## config.mk

```make
export PLATFORM = sky130hd
export DESIGN_NAME = flash_reset_param_read
export DESIGN_NICKNAME = d
export VERILOG_FILES = /design/src/include/flash_pkg.sv /design/src/include/byte_stream_if.sv /design/src/hdl/byte_fifo.sv /design/src/hdl/flash_reset_param_read.sv
export SDC_FILE = /design/constraint.sdc
export NUM_CORES = 1
export LEC_CHECK = 0
export BUFFER_PORTS_ARGS = -buffer_cell sky130_fd_sc_hd__buf_2
export CAP_MARGIN = 20
export CORE_MARGIN = 5
export CORE_UTILIZATION = 55
export CTS_CLUSTER_SIZE = 30
export DETAILED_ROUTE_END_ITERATION = 8
export GPL_ROUTABILITY_DRIVEN = 0
export PLACE_DENSITY = 0.71
export SETUP_SLACK_MARGIN = 0.5
export SLEW_MARGIN = 20
export SYNTH_ARGS = -nofsm -noshare
export SYNTH_HDL_FRONTEND = slang
export SYNTH_SLANG_ARGS = --single-unit
export TNS_END_PERCENT = 50
```

## constraint.sdc

```tcl
create_clock -name sys_clk -period 5.1 [get_ports sys_clk]
set_clock_uncertainty 0.1 [all_clocks]
set_input_delay 0.765 -clock sys_clk [delete_from_list [all_inputs] [get_ports sys_clk]]
set_output_delay 0.765 -clock sys_clk [all_outputs]
set_load 0.01 [all_outputs]
```

## src/include/flash_pkg.sv

```systemverilog
// Purpose: shared constants for the reset and parameter-table command block
// Assumes: 250 MHz system clock, serial clock sampled as a plain input
// Notes: table words are little-endian, byte 0 in bits 7:0
package flash_pkg;

  // ==========================================================================
  // clock and timing
  localparam int CLK_PERIOD_NS = 4;
  localparam int RST_RECOVERY_NS_DEF = 30000;

  // ==========================================================================
  // opcodes
  localparam logic [7:0] OP_RESET_ARM = 8'h66;
  localparam logic [7:0] OP_RESET_EXEC = 8'h99;
  localparam logic [7:0] OP_PARAM_READ = 8'h5A;

  // ==========================================================================
  // frame bit positions, counted in rising serial clock edges
  localparam logic [5:0] BITS_OPCODE = 6'h08;
  localparam logic [5:0] BITS_ADDR_END = 6'h20;
  localparam logic [5:0] BITS_DATA_START = 6'h28;
  localparam int TABLE_ADDR_W = 11;
  localparam int DATA_W = 8;
  localparam int FIFO_DEPTH = 32;

  // ==========================================================================
  // table header word offsets and contents
  localparam logic [TABLE_ADDR_W-1:0] OFS_PARAM_SIGNATURE = 11'h000;
  localparam logic [TABLE_ADDR_W-1:0] OFS_PARAM_HEADER_REVISION_COUNT = 11'h004;
  localparam logic [TABLE_ADDR_W-1:0] OFS_BASIC_TABLE_HEADER = 11'h008;
  localparam logic [TABLE_ADDR_W-1:0] OFS_BASIC_TABLE_POINTER = 11'h00C;
  localparam logic [TABLE_ADDR_W-1:0] OFS_VENDOR_TABLE_HEADER = 11'h010;
  localparam logic [TABLE_ADDR_W-1:0] OFS_VENDOR_TABLE_POINTER = 11'h014;
  localparam logic [31:0] RST_PARAM_SIGNATURE = 32'h50444653;
  localparam logic [31:0] RST_PARAM_HEADER_REVISION_COUNT = 32'hFF020105;
  localparam logic [31:0] RST_BASIC_TABLE_HEADER = 32'h10010000;
  localparam logic [31:0] RST_BASIC_TABLE_POINTER = 32'hFF000040;
  localparam logic [23:0] RST_VENDOR_TABLE_HEADER_UPPER = 24'h040100;
  localparam logic [31:0] RST_VENDOR_TABLE_POINTER = 32'hFF0000C0;
  localparam logic [7:0] BLANK_BYTE = 8'hFF;

  // ==========================================================================
  // frame decoder states
  typedef enum logic [5:0] {
    ST_IDLE = 6'b000001,
    ST_CMD = 6'b000010,
    ST_ADDR = 6'b000100,
    ST_DATA = 6'b001000,
    ST_IGNORE = 6'b010000,
    ST_RECOVER = 6'b100000
  } frame_state_t;

endpackage : flash_pkg

```

## src/include/byte_stream_if.sv

```systemverilog
// Purpose: valid/ready byte stream between table reader and output shifter
// Assumes: single clock domain
// Notes: a word moves on a cycle with valid and ready both high
`timescale 1ns/1ns
`default_nettype none
interface byte_stream_if;
  import flash_pkg::*;
  logic [DATA_W-1:0] data;
  logic valid;
  logic ready;
  modport src (output data, output valid, input ready);
  modport snk (input data, input valid, output ready);
endinterface : byte_stream_if
`default_nettype wire

```

## src/hdl/byte_fifo.sv

```systemverilog
// Purpose: parameterised fifo with a registered read word
// Assumes: flush drops all content in one cycle
// Notes: holds DEPTH words in the array plus one in the output register
`timescale 1ns/1ns
`default_nettype none
module byte_fifo #(
  parameter int WIDTH = 8,
  parameter int DEPTH = 32
) (
  input wire logic sys_clk,
  input wire logic resetn,
  input wire logic flush,
  byte_stream_if.snk wr,
  byte_stream_if.src rd
);

  localparam int AW = $clog2(DEPTH);

  // ==========================================================================
  // storage
  logic [WIDTH-1:0] mem_q [DEPTH];
  logic [AW-1:0] wr_ptr_q;
  logic [AW-1:0] rd_ptr_q;
  logic [AW:0] count_q;
  logic [WIDTH-1:0] out_q;
  logic out_valid_q;
  logic push;
  logic pull;

  assign wr.ready = (count_q < (AW+1)'(DEPTH));
  assign push = wr.valid && wr.ready;
  assign pull = (count_q != '0) && (!out_valid_q || rd.ready);
  assign rd.data = out_q;
  assign rd.valid = out_valid_q;

  always_ff @(posedge sys_clk) begin
    if (push) begin
      mem_q[wr_ptr_q] <= wr.data;
    end
  end

  always_ff @(posedge sys_clk) begin
    if (!resetn || flush) begin
      wr_ptr_q <= '0;
      rd_ptr_q <= '0;
      count_q <= '0;
    end else begin
      if (push) begin
        wr_ptr_q <= wr_ptr_q + AW'(1);
      end
      if (pull) begin
        rd_ptr_q <= rd_ptr_q + AW'(1);
      end
      count_q <= count_q + (AW+1)'(push) - (AW+1)'(pull);
    end
  end

  // ==========================================================================
  // output register
  always_ff @(posedge sys_clk) begin
    if (!resetn || flush) begin
      out_q <= '0;
      out_valid_q <= 1'b0;
    end else if (pull) begin
      out_q <= mem_q[rd_ptr_q];
      out_valid_q <= 1'b1;
    end else if (rd.ready) begin
      out_valid_q <= 1'b0;
    end
  end

endmodule : byte_fifo
`default_nettype wire

```

## src/hdl/flash_reset_param_read.sv

```systemverilog
// Purpose: serial flash command decoder for software reset and parameter-table read
// Assumes: chip select, serial clock and serial input are asynchronous pins
// Notes: serial clock edges found by oversampling on sys_clk
//
// Functional notes
// - reset needs arm opcode 66h in one frame, execute 99h in the next.
// - reset action starts on the chip select rise ending the execute frame.
// - completed reset returns the device to its power-on state.
// - reset aborts erase or program, clears suspend and volatile status bits.
// - after the recovery time the device is back in standby taking commands.
// - data being written when reset hits may be left corrupted.
// - any other command after arm drops the armed state.
// - table read is 5Ah, 3 address bytes msb first, dummy byte, data.
// - only address bits 10 to 0 select the table byte.
// - opcode and address bits sampled on serial clock rising edges.
// - first data bit at falling edge of clock 39, msb first, falling edges.
// - address increments per byte while chip select low and clock runs.
// - chip select high ends the read; output stays high impedance.
// - header gives signature, revision 1.05, three headers, FFh at byte 7.
// - first header gives id 00h, rev 1.0, 16 dwords, pointer 000040h.
// - second header gives maker id, rev 1.0, 4 dwords, pointer 0000C0h.
`timescale 1ns/1ns
`default_nettype none
module flash_reset_param_read
  import flash_pkg::*;
#(
  // arbitrary maker identity value
  parameter logic [7:0] VENDOR_ID = 8'hA5,
  parameter int RST_RECOVERY_NS = RST_RECOVERY_NS_DEF
) (
  input wire logic sys_clk,
  input wire logic resetn,
  input wire logic cs_n,
  input wire logic sck,
  input wire logic si,
  output logic so_out,
  output logic so_oe_n,
  input wire logic write_latch_set,
  input wire logic write_latch_clr,
  input wire logic ready_n_set,
  input wire logic ready_n_clr,
  input wire logic suspend_set,
  input wire logic suspend_clr,
  output logic write_latch_bit,
  output logic ready_n_bit,
  output logic suspend_flag,
  output logic abort_write,
  output logic reset_armed,
  output logic standby
);

  localparam int RST_RECOVERY_CYC_RAW = (RST_RECOVERY_NS + CLK_PERIOD_NS - 1) / CLK_PERIOD_NS;
  localparam int RST_RECOVERY_CYC = (RST_RECOVERY_CYC_RAW < 1) ? 1 : RST_RECOVERY_CYC_RAW;

  // ==========================================================================
  // table lookup
  function automatic logic [7:0] byte_of(input logic [31:0] word, input logic [1:0] lane);
    byte_of = word[8*lane +: 8];
  endfunction : byte_of

  function automatic logic [7:0] table_byte(input logic [TABLE_ADDR_W-1:0] addr,
                                            input logic [7:0] vid);
    logic [TABLE_ADDR_W-1:0] word_ofs;
    word_ofs = {addr[TABLE_ADDR_W-1:2], 2'b00};
    unique case (word_ofs)
      OFS_PARAM_SIGNATURE: table_byte = byte_of(RST_PARAM_SIGNATURE, addr[1:0]);
      OFS_PARAM_HEADER_REVISION_COUNT: begin
        table_byte = byte_of(RST_PARAM_HEADER_REVISION_COUNT, addr[1:0]);
      end
      OFS_BASIC_TABLE_HEADER: table_byte = byte_of(RST_BASIC_TABLE_HEADER, addr[1:0]);
      OFS_BASIC_TABLE_POINTER: table_byte = byte_of(RST_BASIC_TABLE_POINTER, addr[1:0]);
      OFS_VENDOR_TABLE_HEADER: begin
        table_byte = byte_of({RST_VENDOR_TABLE_HEADER_UPPER, vid}, addr[1:0]);
      end
      OFS_VENDOR_TABLE_POINTER: table_byte = byte_of(RST_VENDOR_TABLE_POINTER, addr[1:0]);
      default: table_byte = BLANK_BYTE;
    endcase
  endfunction : table_byte

  // ==========================================================================
  // pin synchronisers and edge detection
  logic cs_n_m_q;
  logic cs_n_s_q;
  logic cs_n_p_q;
  logic sck_m_q;
  logic sck_s_q;
  logic sck_p_q;
  logic si_m_q;
  logic si_s_q;
  logic sck_rise;
  logic sck_fall;
  logic cs_rise;
  logic cs_low;

  always_ff @(posedge sys_clk) begin
    if (!resetn) begin
      cs_n_m_q <= 1'b1;
      cs_n_s_q <= 1'b1;
      cs_n_p_q <= 1'b1;
      sck_m_q <= 1'b0;
      sck_s_q <= 1'b0;
      sck_p_q <= 1'b0;
      si_m_q <= 1'b0;
      si_s_q <= 1'b0;
    end else begin
      cs_n_m_q <= cs_n;
      cs_n_s_q <= cs_n_m_q;
      cs_n_p_q <= cs_n_s_q;
      sck_m_q <= sck;
      sck_s_q <= sck_m_q;
      sck_p_q <= sck_s_q;
      si_m_q <= si;
      si_s_q <= si_m_q;
    end
  end

  // serial clock edges count only while the chip is selected
  assign cs_low = !cs_n_s_q;
  assign cs_rise = cs_n_s_q && !cs_n_p_q;
  assign sck_rise = cs_low && sck_s_q && !sck_p_q;
  assign sck_fall = cs_low && !sck_s_q && sck_p_q;

  // ==========================================================================
  // frame bit counter and input shifter
  logic [5:0] bit_cnt_q;
  logic [7:0] in_sh_q;
  logic [7:0] in_byte;

  assign in_byte = {in_sh_q[6:0], si_s_q};

  always_ff @(posedge sys_clk) begin
    if (!resetn || !cs_low) begin
      bit_cnt_q <= '0;
      in_sh_q <= '0;
    end else if (sck_rise) begin
      in_sh_q <= in_byte;
      if (bit_cnt_q != BITS_DATA_START) begin
        bit_cnt_q <= bit_cnt_q + 6'h01;
      end
    end
  end

  // ==========================================================================
  // frame decoder
  frame_state_t state_q;
  frame_state_t state_d;
  logic [7:0] opcode_q;
  logic [31:0] recover_cnt_q;
  logic recover_done;
  logic exec_reset;

  assign recover_done = (recover_cnt_q == 32'(RST_RECOVERY_CYC - 1));
  assign exec_reset = cs_rise && (state_q == ST_IGNORE || state_q == ST_CMD)
                      && opcode_q == OP_RESET_EXEC && reset_armed;

  always_comb begin
    state_d = state_q;
    unique case (state_q)
      ST_IDLE: begin
        if (cs_low) begin
          state_d = ST_CMD;
        end
      end
      ST_CMD: begin
        if (cs_rise) begin
          state_d = ST_IDLE;
        end else if (sck_rise && bit_cnt_q == BITS_OPCODE - 6'h01) begin
          state_d = (in_byte == OP_PARAM_READ) ? ST_ADDR : ST_IGNORE;
        end
      end
      ST_ADDR: begin
        if (cs_rise) begin
          state_d = ST_IDLE;
        end else if (sck_rise && bit_cnt_q == BITS_ADDR_END - 6'h01) begin
          state_d = ST_DATA;
        end
      end
      ST_DATA, ST_IGNORE: begin
        if (cs_rise) begin
          state_d = ST_IDLE;
        end
      end
      // frames arriving during recovery are swallowed whole
      ST_RECOVER: begin
        if (recover_done && !cs_low) begin
          state_d = ST_IDLE;
        end
      end
      default: state_d = ST_IDLE;
    endcase
    if (exec_reset) begin
      state_d = ST_RECOVER;
    end
  end

  always_ff @(posedge sys_clk) begin
    if (!resetn) begin
      state_q <= ST_IDLE;
    end else begin
      state_q <= state_d;
    end
  end

  always_ff @(posedge sys_clk) begin
    if (!resetn || state_q == ST_IDLE) begin
      opcode_q <= '0;
    end else if (state_q == ST_CMD && sck_rise && bit_cnt_q == BITS_OPCODE - 6'h01) begin
      opcode_q <= in_byte;
    end
  end

  always_ff @(posedge sys_clk) begin
    if (!resetn || state_q != ST_RECOVER) begin
      recover_cnt_q <= '0;
    end else if (!recover_done) begin
      recover_cnt_q <= recover_cnt_q + 32'h1;
    end
  end

  always_ff @(posedge sys_clk) begin
    if (!resetn) begin
      standby <= 1'b1;
    end else begin
      standby <= (state_d != ST_RECOVER);
    end
  end

  // ==========================================================================
  // reset arming
  // arming is judged at the end of every frame of eight bits or more, except frames ending during recovery
  always_ff @(posedge sys_clk) begin
    if (!resetn) begin
      reset_armed <= 1'b0;
    end else if (cs_rise && (state_q == ST_IGNORE || state_q == ST_DATA || state_q == ST_ADDR)) begin
      reset_armed <= (opcode_q == OP_RESET_ARM);
    end else if (exec_reset) begin
      reset_armed <= 1'b0;
    end
  end

  // ==========================================================================
  // volatile status and write abort
  always_ff @(posedge sys_clk) begin
    if (!resetn) begin
      abort_write <= 1'b0;
    end else begin
      abort_write <= exec_reset;
    end
  end

  always_ff @(posedge sys_clk) begin
    if (!resetn) begin
      write_latch_bit <= 1'b0;
      ready_n_bit <= 1'b0;
      suspend_flag <= 1'b0;
    end else begin
      // a hardware set in the clearing cycle wins
      write_latch_bit <= write_latch_set || (write_latch_bit && !write_latch_clr && !exec_reset);
      ready_n_bit <= ready_n_set || (ready_n_bit && !ready_n_clr && !exec_reset);
      suspend_flag <= suspend_set || (suspend_flag && !suspend_clr && !exec_reset);
    end
  end

  // ==========================================================================
  // table reader into the fifo
  byte_stream_if fill_if ();
  byte_stream_if drain_if ();
  logic [TABLE_ADDR_W-1:0] rd_addr_q;
  logic [23:0] addr_sh_q;
  logic reading;

  assign reading = (state_q == ST_DATA);
  assign fill_if.valid = reading;
  assign fill_if.data = table_byte(rd_addr_q, VENDOR_ID);

  always_ff @(posedge sys_clk) begin
    if (!resetn || state_q == ST_IDLE) begin
      addr_sh_q <= '0;
    end else if (state_q == ST_ADDR && sck_rise) begin
      addr_sh_q <= {addr_sh_q[22:0], si_s_q};
    end
  end

  always_ff @(posedge sys_clk) begin
    if (!resetn) begin
      rd_addr_q <= '0;
    end else if (state_q == ST_ADDR) begin
      rd_addr_q <= {addr_sh_q[TABLE_ADDR_W-2:0], si_s_q};
    end else if (fill_if.valid && fill_if.ready) begin
      rd_addr_q <= rd_addr_q + 11'h001;
    end
  end

  byte_fifo #(
    .WIDTH(DATA_W),
    .DEPTH(FIFO_DEPTH)
  ) u_fifo (
    .sys_clk(sys_clk),
    .resetn(resetn),
    .flush(!reading),
    .wr(fill_if),
    .rd(drain_if)
  );

  // ==========================================================================
  // output shifter
  logic [2:0] out_idx_q;
  logic [7:0] out_sh_q;
  logic [7:0] load_byte;
  logic shift_now;

  assign shift_now = reading && sck_fall && bit_cnt_q == BITS_DATA_START;
  // a byte not yet prefetched goes out blank
  assign load_byte = drain_if.valid ? drain_if.data : BLANK_BYTE;
  assign drain_if.ready = shift_now && out_idx_q == 3'h0;

  always_ff @(posedge sys_clk) begin
    if (!resetn || !reading) begin
      out_idx_q <= '0;
      out_sh_q <= '0;
    end else if (shift_now) begin
      out_idx_q <= out_idx_q + 3'h1;
      out_sh_q <= (out_idx_q == 3'h0) ? {load_byte[6:0], 1'b0} : {out_sh_q[6:0], 1'b0};
    end
  end

  always_ff @(posedge sys_clk) begin
    if (!resetn || !reading) begin
      so_out <= 1'b0;
      so_oe_n <= 1'b1;
    end else if (shift_now) begin
      so_out <= (out_idx_q == 3'h0) ? load_byte[7] : out_sh_q[7];
      so_oe_n <= 1'b0;
    end
  end

endmodule : flash_reset_param_read
`default_nettype wire

```

### Word-level counts from Yosys, hierarchy flattened

Memory sizes are Yosys's and may differ from the RTL's. A register that Yosys moved wholly into a read port is not among the register bits.
Index checks and enable logic that the tools add are counted.

| word-level totals | value |
|---|---|
| bits in writable memories | 256 |
| flip-flop bits (word level) | 124 |
| input port bits | 11 |
| memories kept | 1 |
| logic and storage cells | 144 |
| output and inout port bits | 8 |

| operators by class | value |
|---|---|
| reductions and logical operators | 56 |
| magnitude comparators | 1 |
| add/sub/neg operators | 8 |
| shift-type cells | 6 |
| muxes and demuxes | 22 |
| eq/ne operators | 21 |

Memories:

| name | words | bits a word | rd ports | clocked after Yosys merged registers in | write ports | line | text |
|---|---|---|---|---|---|---|---|
| u_fifo.mem_q | 32 | 8 | 1 | 1 | 1 | byte_fifo.sv:21 | `logic [WIDTH-1:0] mem_q [DEPTH];` |

Operators by type and width:

| operator | number |
|---|---|
| $shiftx A32 B6 Y8 const A | 6 |
| $mux W6 | 8 |
| $pmux W8 S6 | 1 |
| $add A32 B1 Y32 const B | 1 |
| $eq A32 B13 Y1 const B | 1 |
| $pmux W6 S5 | 1 |
| $logic_and A1 B1 Y1 | 26 |
| $mux W11 | 2 |
| $eq A9 B2 Y1 const B | 2 |
| $eq A9 B3 Y1 const B | 2 |
| $ne A6 B6 Y1 const B | 3 |
| $eq A8 B7 Y1 const B | 2 |
| $mux W8 | 2 |
| $eq A6 B3 Y1 const B | 2 |
| $eq A6 B5 Y1 const B | 2 |
| $eq A6 B6 Y1 const B | 2 |
| $add A11 B1 Y11 const B | 1 |
| $logic_not A1 Y1 | 11 |
| $logic_or A1 B1 Y1 | 11 |
| $add A5 B1 Y5 const B | 2 |
| $eq A9 B1 Y1 const B | 1 |
| $logic_not A9 Y1 | 1 |
| $eq A8 B8 Y1 const B | 1 |
| $mux W1 | 7 |
| 14 further kinds | 16 |

### Logic depth before layout (Yosys ltp)

Gate-level depths: netlist (run 1).

| depth | value |
|---|---|
| word-level depth | 9 |
| depth in mapped cells | 19 |
| depth with buffers taken out | 17 |

### Modules after synthesis

A second synthesis (run 1) with hierarchy kept.

| unflattened totals | value |
|---|---|
| cell total of the unflattened synthesis | 1270 |
| area total of the unflattened synthesis | 16289.4 µm² |

By module, submodules not included:

| module | cells an instance | sequential area each (µm²) | times used | area an instance (µm²) |
|---|---|---|---|---|
| byte_fifo | 625 | 8187.9 | 1 | 11165.7 |
| flash_reset_param_read | 645 | 2122.0 | 1 | 5123.7 |

### Worst setup path before layout (run 1)

Ideal clock, no wire load.

| timing path | value |
|---|---|
| path type | flip-flop to flip-flop |
| start point | register out_idx_q[0] |
| end point | register u_fifo.count_q[4] |
| setup time | 0.128 ns |
| stages on the path, launching flop included | 20 |
| clock period less this slack | 2.932 ns |
| required time | 4.872 ns |
| path buffers | 2 |
| arrival | 2.705 ns |
| slack | 2.168 ns |
| cell sequence | dfxtp_1 > inv_1 > ha_1 > nor2b_1 > clkbuf_1 > inv_1 > o31ai_4 > and2_4 > buf_8 > ha_1 > inv_1 > ha_1 > inv_1 > fa_1 > inv_1 > a21oi_1 > nor2_1 > nor2_1 > xor2_1 > nor2_1 |

| between the ends | value |
|---|---|
| word-level cells in the longest chain between the ends | 5 |

Ends and longest elaborated chain:

| what | line | text |
|---|---|---|
| start: declaration | flash_reset_param_read.sv:307 | `logic [2:0] out_idx_q;` |
| start signal: assignment | flash_reset_param_read.sv:322 | `out_idx_q <= out_idx_q + 3'h1;` |
| $logic_not A3 Y1 | flash_reset_param_read.sv:315 | `assign drain_if.ready = shift_now && out_idx_q == 3'h0;` |
| $logic_and A1 B1 Y1 | flash_reset_param_read.sv:315 |  |
| $logic_or A1 B1 Y1 | byte_fifo.sv:32 | `assign pull = (count_q != '0) && (!out_valid_q \|\| rd.ready);` |
| $logic_and A1 B1 Y1 | byte_fifo.sv:32 |  |
| via u_fifo.pull | byte_fifo.sv:28 | `logic pull;` |
| $sub A6 B1 Y6 | byte_fifo.sv:54 | `count_q <= count_q + (AW+1)'(push) - (AW+1)'(pull);` |
| end signal: assignment | byte_fifo.sv:54 |  |
| end: declaration | byte_fifo.sv:24 | `logic [AW:0] count_q;` |

The timed path passes the listed nets, and every way through them passes these cells.
A chain may end at the register's enable or synchronous reset.

### Worst setup path after layout (run 1)

| timing path | value |
|---|---|
| start point | register out_idx_q[0] |
| end point | register u_fifo.count_q[5] |

| between the ends | value |
|---|---|
| word-level cells in the longest chain between the ends | 5 |

Ends and longest elaborated chain:

| what | line |
|---|---|
| $logic_not A3 Y1 | flash_reset_param_read.sv:315 |
| $logic_and A1 B1 Y1 | flash_reset_param_read.sv:315 |
| $logic_or A1 B1 Y1 | byte_fifo.sv:32 |
| $logic_and A1 B1 Y1 | byte_fifo.sv:32 |
| $sub A6 B1 Y6 | byte_fifo.sv:54 |

Every way passes these cells.

==> results.toml, run 1 <==
[pwr]
swShare_pct = 18.8
p_int_mw = 4.99
seqPwrFrac_pct = 53.9
power_density_nw_per_um2 = 345
p_comb_share_pct = 0.6
leakage_nw = 5.61
vdd_drop_max_mv = 0.285
power_mw = 6.14
p_sw_mw = 1.16
clkPwrFrac_pct = 45.5

[grt]
antenna_found_initial = 0
grt_pass1_wl_mm = 53.5
grt_pass1_vias = 9679
grt_usage_pct = 20.4
gr-total-overflow = 0
grt_max_degree = 51

[floorplanning]
coreArea_sq_um = 28900
fp-row-count = 62
ios = 19
start_util_pct = 56.1
fp.dieW_microns = 182
die_area_sq_um = 33000
die_y_microns = 182

[worst_setup_path]
path_max_fanout = 16
rr_endpoint = "u_fifo.count_q[5]"
cp.required_ns = 5.37
crit_type = "register to register"
cp-end-kind = "register"
cp-startpoint = "out_idx_q[0]"
r2r_slack_ns = 1.34
ff2ff_path_depth = 15
startpoint_type = "register"
r2r_start = "out_idx_q[0]"
cp_data_arrival_time_ns = 4.03

[detailed_routing]
final_antenna_net_count = 0
wirelength_mm = 34.0
drt_pass1_iterations = 6
via_count = 9861
first_iter_violations = 1060
wl_per_cell_microns = 20.8
drc = 0
post_drt_via_cell_ratio = 6.02

[clock_tree]
hold_buffers = 0
cts_buffers = 39
htreeDepth = 2
clock_latency_ns = 0.52
tritoncts = "yes"
root_buffer = "clkbuf_16"
cts.sinks = 387
cts_resized = 0
max-clock-path-buffers = 3
path_clk_slew_ns = 0.06
post_cts_buffers = 0

[status]
status = "complete, no violations"

[finish]
fin_util_pct = 61.6
register_area_sq_um = 10300
area_growth_pct = 9.79
diodes = 0
multiInputGateArea_sq_um = 5460
nFillCells = 2205
drive_above_1_share_pct = 12.9
final_nets = 1259

[yosys]
synth_top_cell_area_share_pct = 47.5
ys_ff_latch = 387
yosys_warnings = 0
synth_area_sq_um = 16200
synthTopCellsByCount = "edfxtp_1, nor2_1, dfxtp_1"
synth_cell_types = 73
yosysMostFrequentCell = "edfxtp_1"
netlist.top_cell.by_area = "edfxtp_1"
post_synth.cell_area_avg_sq_um = 13.2
netlist_top_cells_area = "edfxtp_1, dfxtp_1, mux4_2"
synth_nets = 1255
ys_seq_area_share_pct = 63.7
synth_flop_cell = "edfxtp_1"
async_reset_ff_share_pct = 0
synth_edf_count = 256
postSynthCellCount = 1224

[sta]
final.min_clock_period_ns = 3.76
post-route-period-util_pct = 73.7
drv_slew = 0
rsz0062_at_grt = "false"
slew_headroom_pct = 28.4
hold_viol_final = 0
fmax_mhz = 266
fin_tns_setup_ns = 0
tightest_slew_ns = 1.07
setup_viol = 0
holdWs_ns = 0.317

[placed_design]
dpl.hpwl_mm = 21.5
numPortBuffers = 18

[hold_path]
holdPathEnd = "cs_n_s_q"
worstHoldStart = "cs_n_m_q"
hold-path-cell-count = 1
hold_class = "register to register"

[run]
drv_cap = 0
[kinds of logic after synthesis]
| kind of cell | Yosys count | synth area share [%] |
|---|---|---|
| flops | 387 | 63.7 |
| compound gates | 178 | 6.95 |
| fa+ha+maj | 20 | 1.59 |
| mux | 101 | 10.1 |
| xor+xnor | 50 | 2.70 |
| simple gates | 397 | 12.2 |
| buf+inv | 91 | 2.72 |
[critical path, stage by stage, from the launching register on]
cell	delay, ns
dfxtp_1	0.31
inv_1	0.08
ha_1	0.15
nor2b_1	0.81
inv_1	0.19
o31ai_4	0.34
and2_4	0.25
ha_1	0.20
inv_1	0.05
ha_1	0.26
a21o_1	0.15
a21oi_1	0.21
o21bai_1	0.09
a21oi_1	0.20
xnor2_1	0.15
nor2_1	0.05
[worst max-delay path by stage]
| stage | slack, ns | end | depth (start not counted) |
|---|---|---|---|
| 3_5_place_dp | 1.37 | u_fifo.count_q[5] | 15 |
| 2_1_floorplan | 2.17 | u_fifo.count_q[4] | 19 |
| 6_report | 1.34 | u_fifo.count_q[5] | 15 |
| 4_1_cts | 1.33 | u_fifo.count_q[5] | 15 |
| 3_3_place_gp | 1.53 | u_fifo.count_q[4] | 17 |
| 5_1_grt | 1.02 | u_fifo.count_q[5] | 15 |
[per-stage QoR]
stage                     worst slack (ns)  instance area, sq um  std cells
after floorplan                       2.17                 16200       1224
after global routing                  1.02                 17800       1639
after global placement                1.53                 16500       1571
after detailed placement              1.37                 16500       1571
final                                 1.34                 17800       1639
after CTS                             1.33                 17800       1639
[sequential cells by signal, summed over array words and instances (netlist names), 3 cells and up]
| name | cells |
|---|---|
| addr_sh_q | 10 |
| bit_cnt_q | 6 |
| in_sh_q | 7 |
| opcode_q | 8 |
| out_idx_q | 3 |
| out_sh_q | 7 |
| rd_addr_q | 11 |
| recover_cnt_q | 32 |
| state_q | 6 |
| u_fifo.count_q | 6 |
| u_fifo.mem_q | 256 |
| u_fifo.rd.data | 8 |
| u_fifo.rd_ptr_q | 5 |
| u_fifo.wr_ptr_q | 5 |
[cells in the final DEF, fill, tap and decap left out, types with 35 or more instances in the layout]
| cell type | n |
|---|---|
| nand3_1 | 35 |
| a21oi_1 | 60 |
| mux2i_1 | 50 |
| clkbuf_16 | 39 |
| edfxtp_1 | 256 |
| dfxtp_1 | 129 |
| o21ai_0 | 41 |
| mux4_2 | 50 |
| nor2_1 | 144 |
| nand2_1 | 95 |
[layout make-up]
type | instances | area share, %
repair buffers | 30 | 1.01
clock inverters | 17 | 1.05
flip-flops and latches | 387 | 58.0
well taps | 384 | 2.70
multi-input cells | 746 | 30.7
inverters | 24 | 0.507
clock buffers | 51 | 5.97
[per-layer routing]
metal  global-route usage (%)  wire length (microns)  vias to the layer above
met4                     7.11                   1110                        0
met3                     3.20                   2080                       71
met2                     32.5                  16200                      364
met5                        0                      0                        -
met1                     28.8                  14700                     4858
li1                         -                      -                     4568
[power groups by stage]
stage	Clock (mW)	Combinational [mW]	Sequential (mW)
detailed placement	0	0.0351	3.38
global placement	0	0.0348	3.38
finish	2.79	0.0351	3.31
global route	3.00	0.0399	3.31
floorplan	0	0.0291	3.38
CTS	2.85	0.0352	3.31
Power figures use the tool's default switching activity.
==> run 2: changes to the inputs <==
--- a/config.mk
+++ b/config.mk
@@ -12,7 +12,7 @@
 export CTS_CLUSTER_SIZE = 30
 export DETAILED_ROUTE_END_ITERATION = 8
 export GPL_ROUTABILITY_DRIVEN = 0
-export PLACE_DENSITY = 0.71
+export PLACE_DENSITY = 0.74
 export SETUP_SLACK_MARGIN = 0.5
 export SLEW_MARGIN = 20
 export SYNTH_ARGS = -nofsm -noshare
==> constraint.sdc (replaced) <==
create_clock -name sys_clk -period 3.39 [get_ports sys_clk]
set_clock_uncertainty 0.1 [all_clocks]
set_input_delay 0.5085 -clock sys_clk [delete_from_list [all_inputs] [get_ports sys_clk]]
set_output_delay 0.5085 -clock sys_clk [all_outputs]
set_load 0.01 [all_outputs]
==> run 2 against run 1 <==
Sequential power up 50%. Sequential share of layout area down 1.5 points. Critical endpoint is now u_fifo.count_q[4]. Non-clock buffer count up 53. Highest routed layer unchanged.
==> results.toml, run 2 (same netlist as run 1, synthesis figures left out) <==
[worst_setup_path]
path_max_fanout = 5
crit_chain = "inv_4 -> ha_4 -> and4bb_4 -> nand4_4 -> o31ai_4 -> and2_4 -> ha_4 -> inv_2 -> ha_4 -> inv_2 -> fa_2 -> inv_1 -> a21oi_1 -> nor2_1 -> nor2_1 -> xor2_1 -> nor2_1"
rr_endpoint = "u_fifo.count_q[4]"
cp-end-kind = "register"
cp.required_ns = 3.76
r2r_start = "bit_cnt_q[0]"
r2r_slack_ns = 0.58
crit_type = "register to register"
max_stage_delay_ns = 0.35
crit_buf_inv = 4
startpoint_type = "register"
cp_data_arrival_time_ns = 3.19
cp_top_family = "simple AND/OR/NAND/NOR gates"
ff2ff_path_depth = 17
cpMaxStageDelayCell = "dfxtp_4"

[sta]
fin_tns_setup_ns = 0
fmax_mhz = 355
slew_headroom_pct = 44.4
final.min_clock_period_ns = 2.81
post-route-period-util_pct = 83.0
setup_viol = 0
holdWs_ns = 0.0608
hold_viol_final = 0
drv_slew = 0
rsz0062_at_grt = "true"
tightest_slew_ns = 0.833

[floorplanning]
die_area_sq_um = 33000
die_y_microns = 182
coreArea_sq_um = 28900
start_util_pct = 56.1
ios = 19
fp.dieW_microns = 182
fp-row-count = 62

[placed_design]
dpl.hpwl_mm = 21.6
numPortBuffers = 18

[pwr]
vdd_drop_max_mv = 0.405
power_density_nw_per_um2 = 500
leakage_nw = 5.88

[finish]
largest_reg_flops = 256
final_cell_mix = "edfxtp_1, nor2_1, dfxtp_1"
drive_above_1_share_pct = 17.4
diodes = 0
final_nets = 1312
final_common_cell = "edfxtp_1"
top_regs = "u_fifo.mem_q (256), recover_cnt_q (32), rd_addr_q (11)"
top_register = "u_fifo.mem_q"
area_growth_pct = 12.8

[detailed_routing]
first_iter_violations = 953
drt_pass1_iterations = 5
drc = 0
wirelength_mm = 34.2
wl_per_cell_microns = 20.2
final_antenna_net_count = 0
post_drt_via_cell_ratio = 5.96
via_count = 10100

[clock_tree]
htreeDepth = 2
path_clk_slew_ns = 0.06
tritoncts = "yes"
root_buffer = "clkbuf_16"
cts.sinks = 387
cts_buffers = 39
clock_latency_ns = 0.53
max-clock-path-buffers = 3

[grt]
antenna_found_initial = 1
grt_pass1_vias = 10000
grt_pass1_wl_mm = 54.7
gr-total-overflow = 0
grt_max_degree = 50
grt_usage_pct = 20.7

[hold_path]
worstHoldStart = "cs_n"
hold-path-cell-count = 2
hold_class = "input pin to register"
holdPathEnd = "cs_n_m_q"

[run]
drv_cap = 0

[status]
status = "complete, no violations"
[run 2: cell count changes in the layout (fill, tap and decap cells not counted), moves of 3 or more]
cell	previous run	this run
ha_1	19	15
dfxtp_1	129	126
inv_2	0	4
buf_4	12	61
buf_12	0	3
ha_4	0	4
clkinv_1	5	11
inv_1	24	19
[run 2: metrics by stage]
stage          worst slack [ns]  power (mW)  instance area, sq um  instances  utilization, %
3_3_place_gp              0.428        5.14                 16900       1614            58.6
5_1_grt                   0.328        9.42                 18300       1693            63.3
2_1_floorplan             0.479        5.13                 16200       1224               -
4_1_cts                   0.534        9.20                 18100       1685            62.9
3_5_place_dp              0.354        5.14                 16900       1614            58.6
6_report                  0.576        9.13                 18300       1693            63.3
[run 2: layout make-up]
class,instances,area [sq um]
Clock inverter,21,178
Sequential cell,387,10300
Tap cell,384,480
Timing Repair Buffer,83,623
Multi-Input combinational cell,746,5520
Inverter,24,92.6
Clock buffer,48,1040
Fill cell,2133,10600
[run 2: timing repair]
action,in CTS,in global routing
buffers inserted,2,7
endpoints found under the setup margin,2,35
pin swaps,2,14
resized for setup,0,9
hold buffers,0,0
[run 2: how the worst max path moves through the flow]
stage | start | endpoint | cells after the start
floorplan | bit_cnt_q[1] | u_fifo.count_q[4] | 18
global placement | bit_cnt_q[1] | u_fifo.count_q[4] | 17
detailed placement | bit_cnt_q[1] | u_fifo.count_q[4] | 17
CTS | bit_cnt_q[1] | u_fifo.count_q[4] | 17
global route | bit_cnt_q[0] | u_fifo.count_q[4] | 17
finish | bit_cnt_q[0] | u_fifo.count_q[4] | 17
[run 2: where the power goes]
| part | leakage [nW] | internal, mW | total [mW] | switching, mW |
|---|---|---|---|---|
| sequential | 3.46 | 4.97 | 4.98 | 0.0104 |
| combinational | 1.83 | 0.0223 | 0.0548 | 0.0325 |
| clock | 0.595 | 2.35 | 4.09 | 1.74 |
[run 2: per-layer routing]
layer	global-route usage (%)	part of all wire, %	vias up
met3	3.32	6.5	52
met2	34.5	50	370
met4	5.76	2.4	0
li1	-	-	4667
met5	0	0	-
met1	28.4	41	4993
[run 2: worst reg2reg max path, stage by stage, from the launching register on]
cell,delay (ns)
dfxtp_4,0.35
inv_4,0.05
ha_4,0.12
and4bb_4,0.25
nand4_4,0.15
o31ai_4,0.27
and2_4,0.20
ha_4,0.20
inv_2,0.06
ha_4,0.12
inv_2,0.04
fa_2,0.34
inv_1,0.06
a21oi_1,0.06
nor2_1,0.09
nor2_1,0.06
xor2_1,0.15
nor2_1,0.10
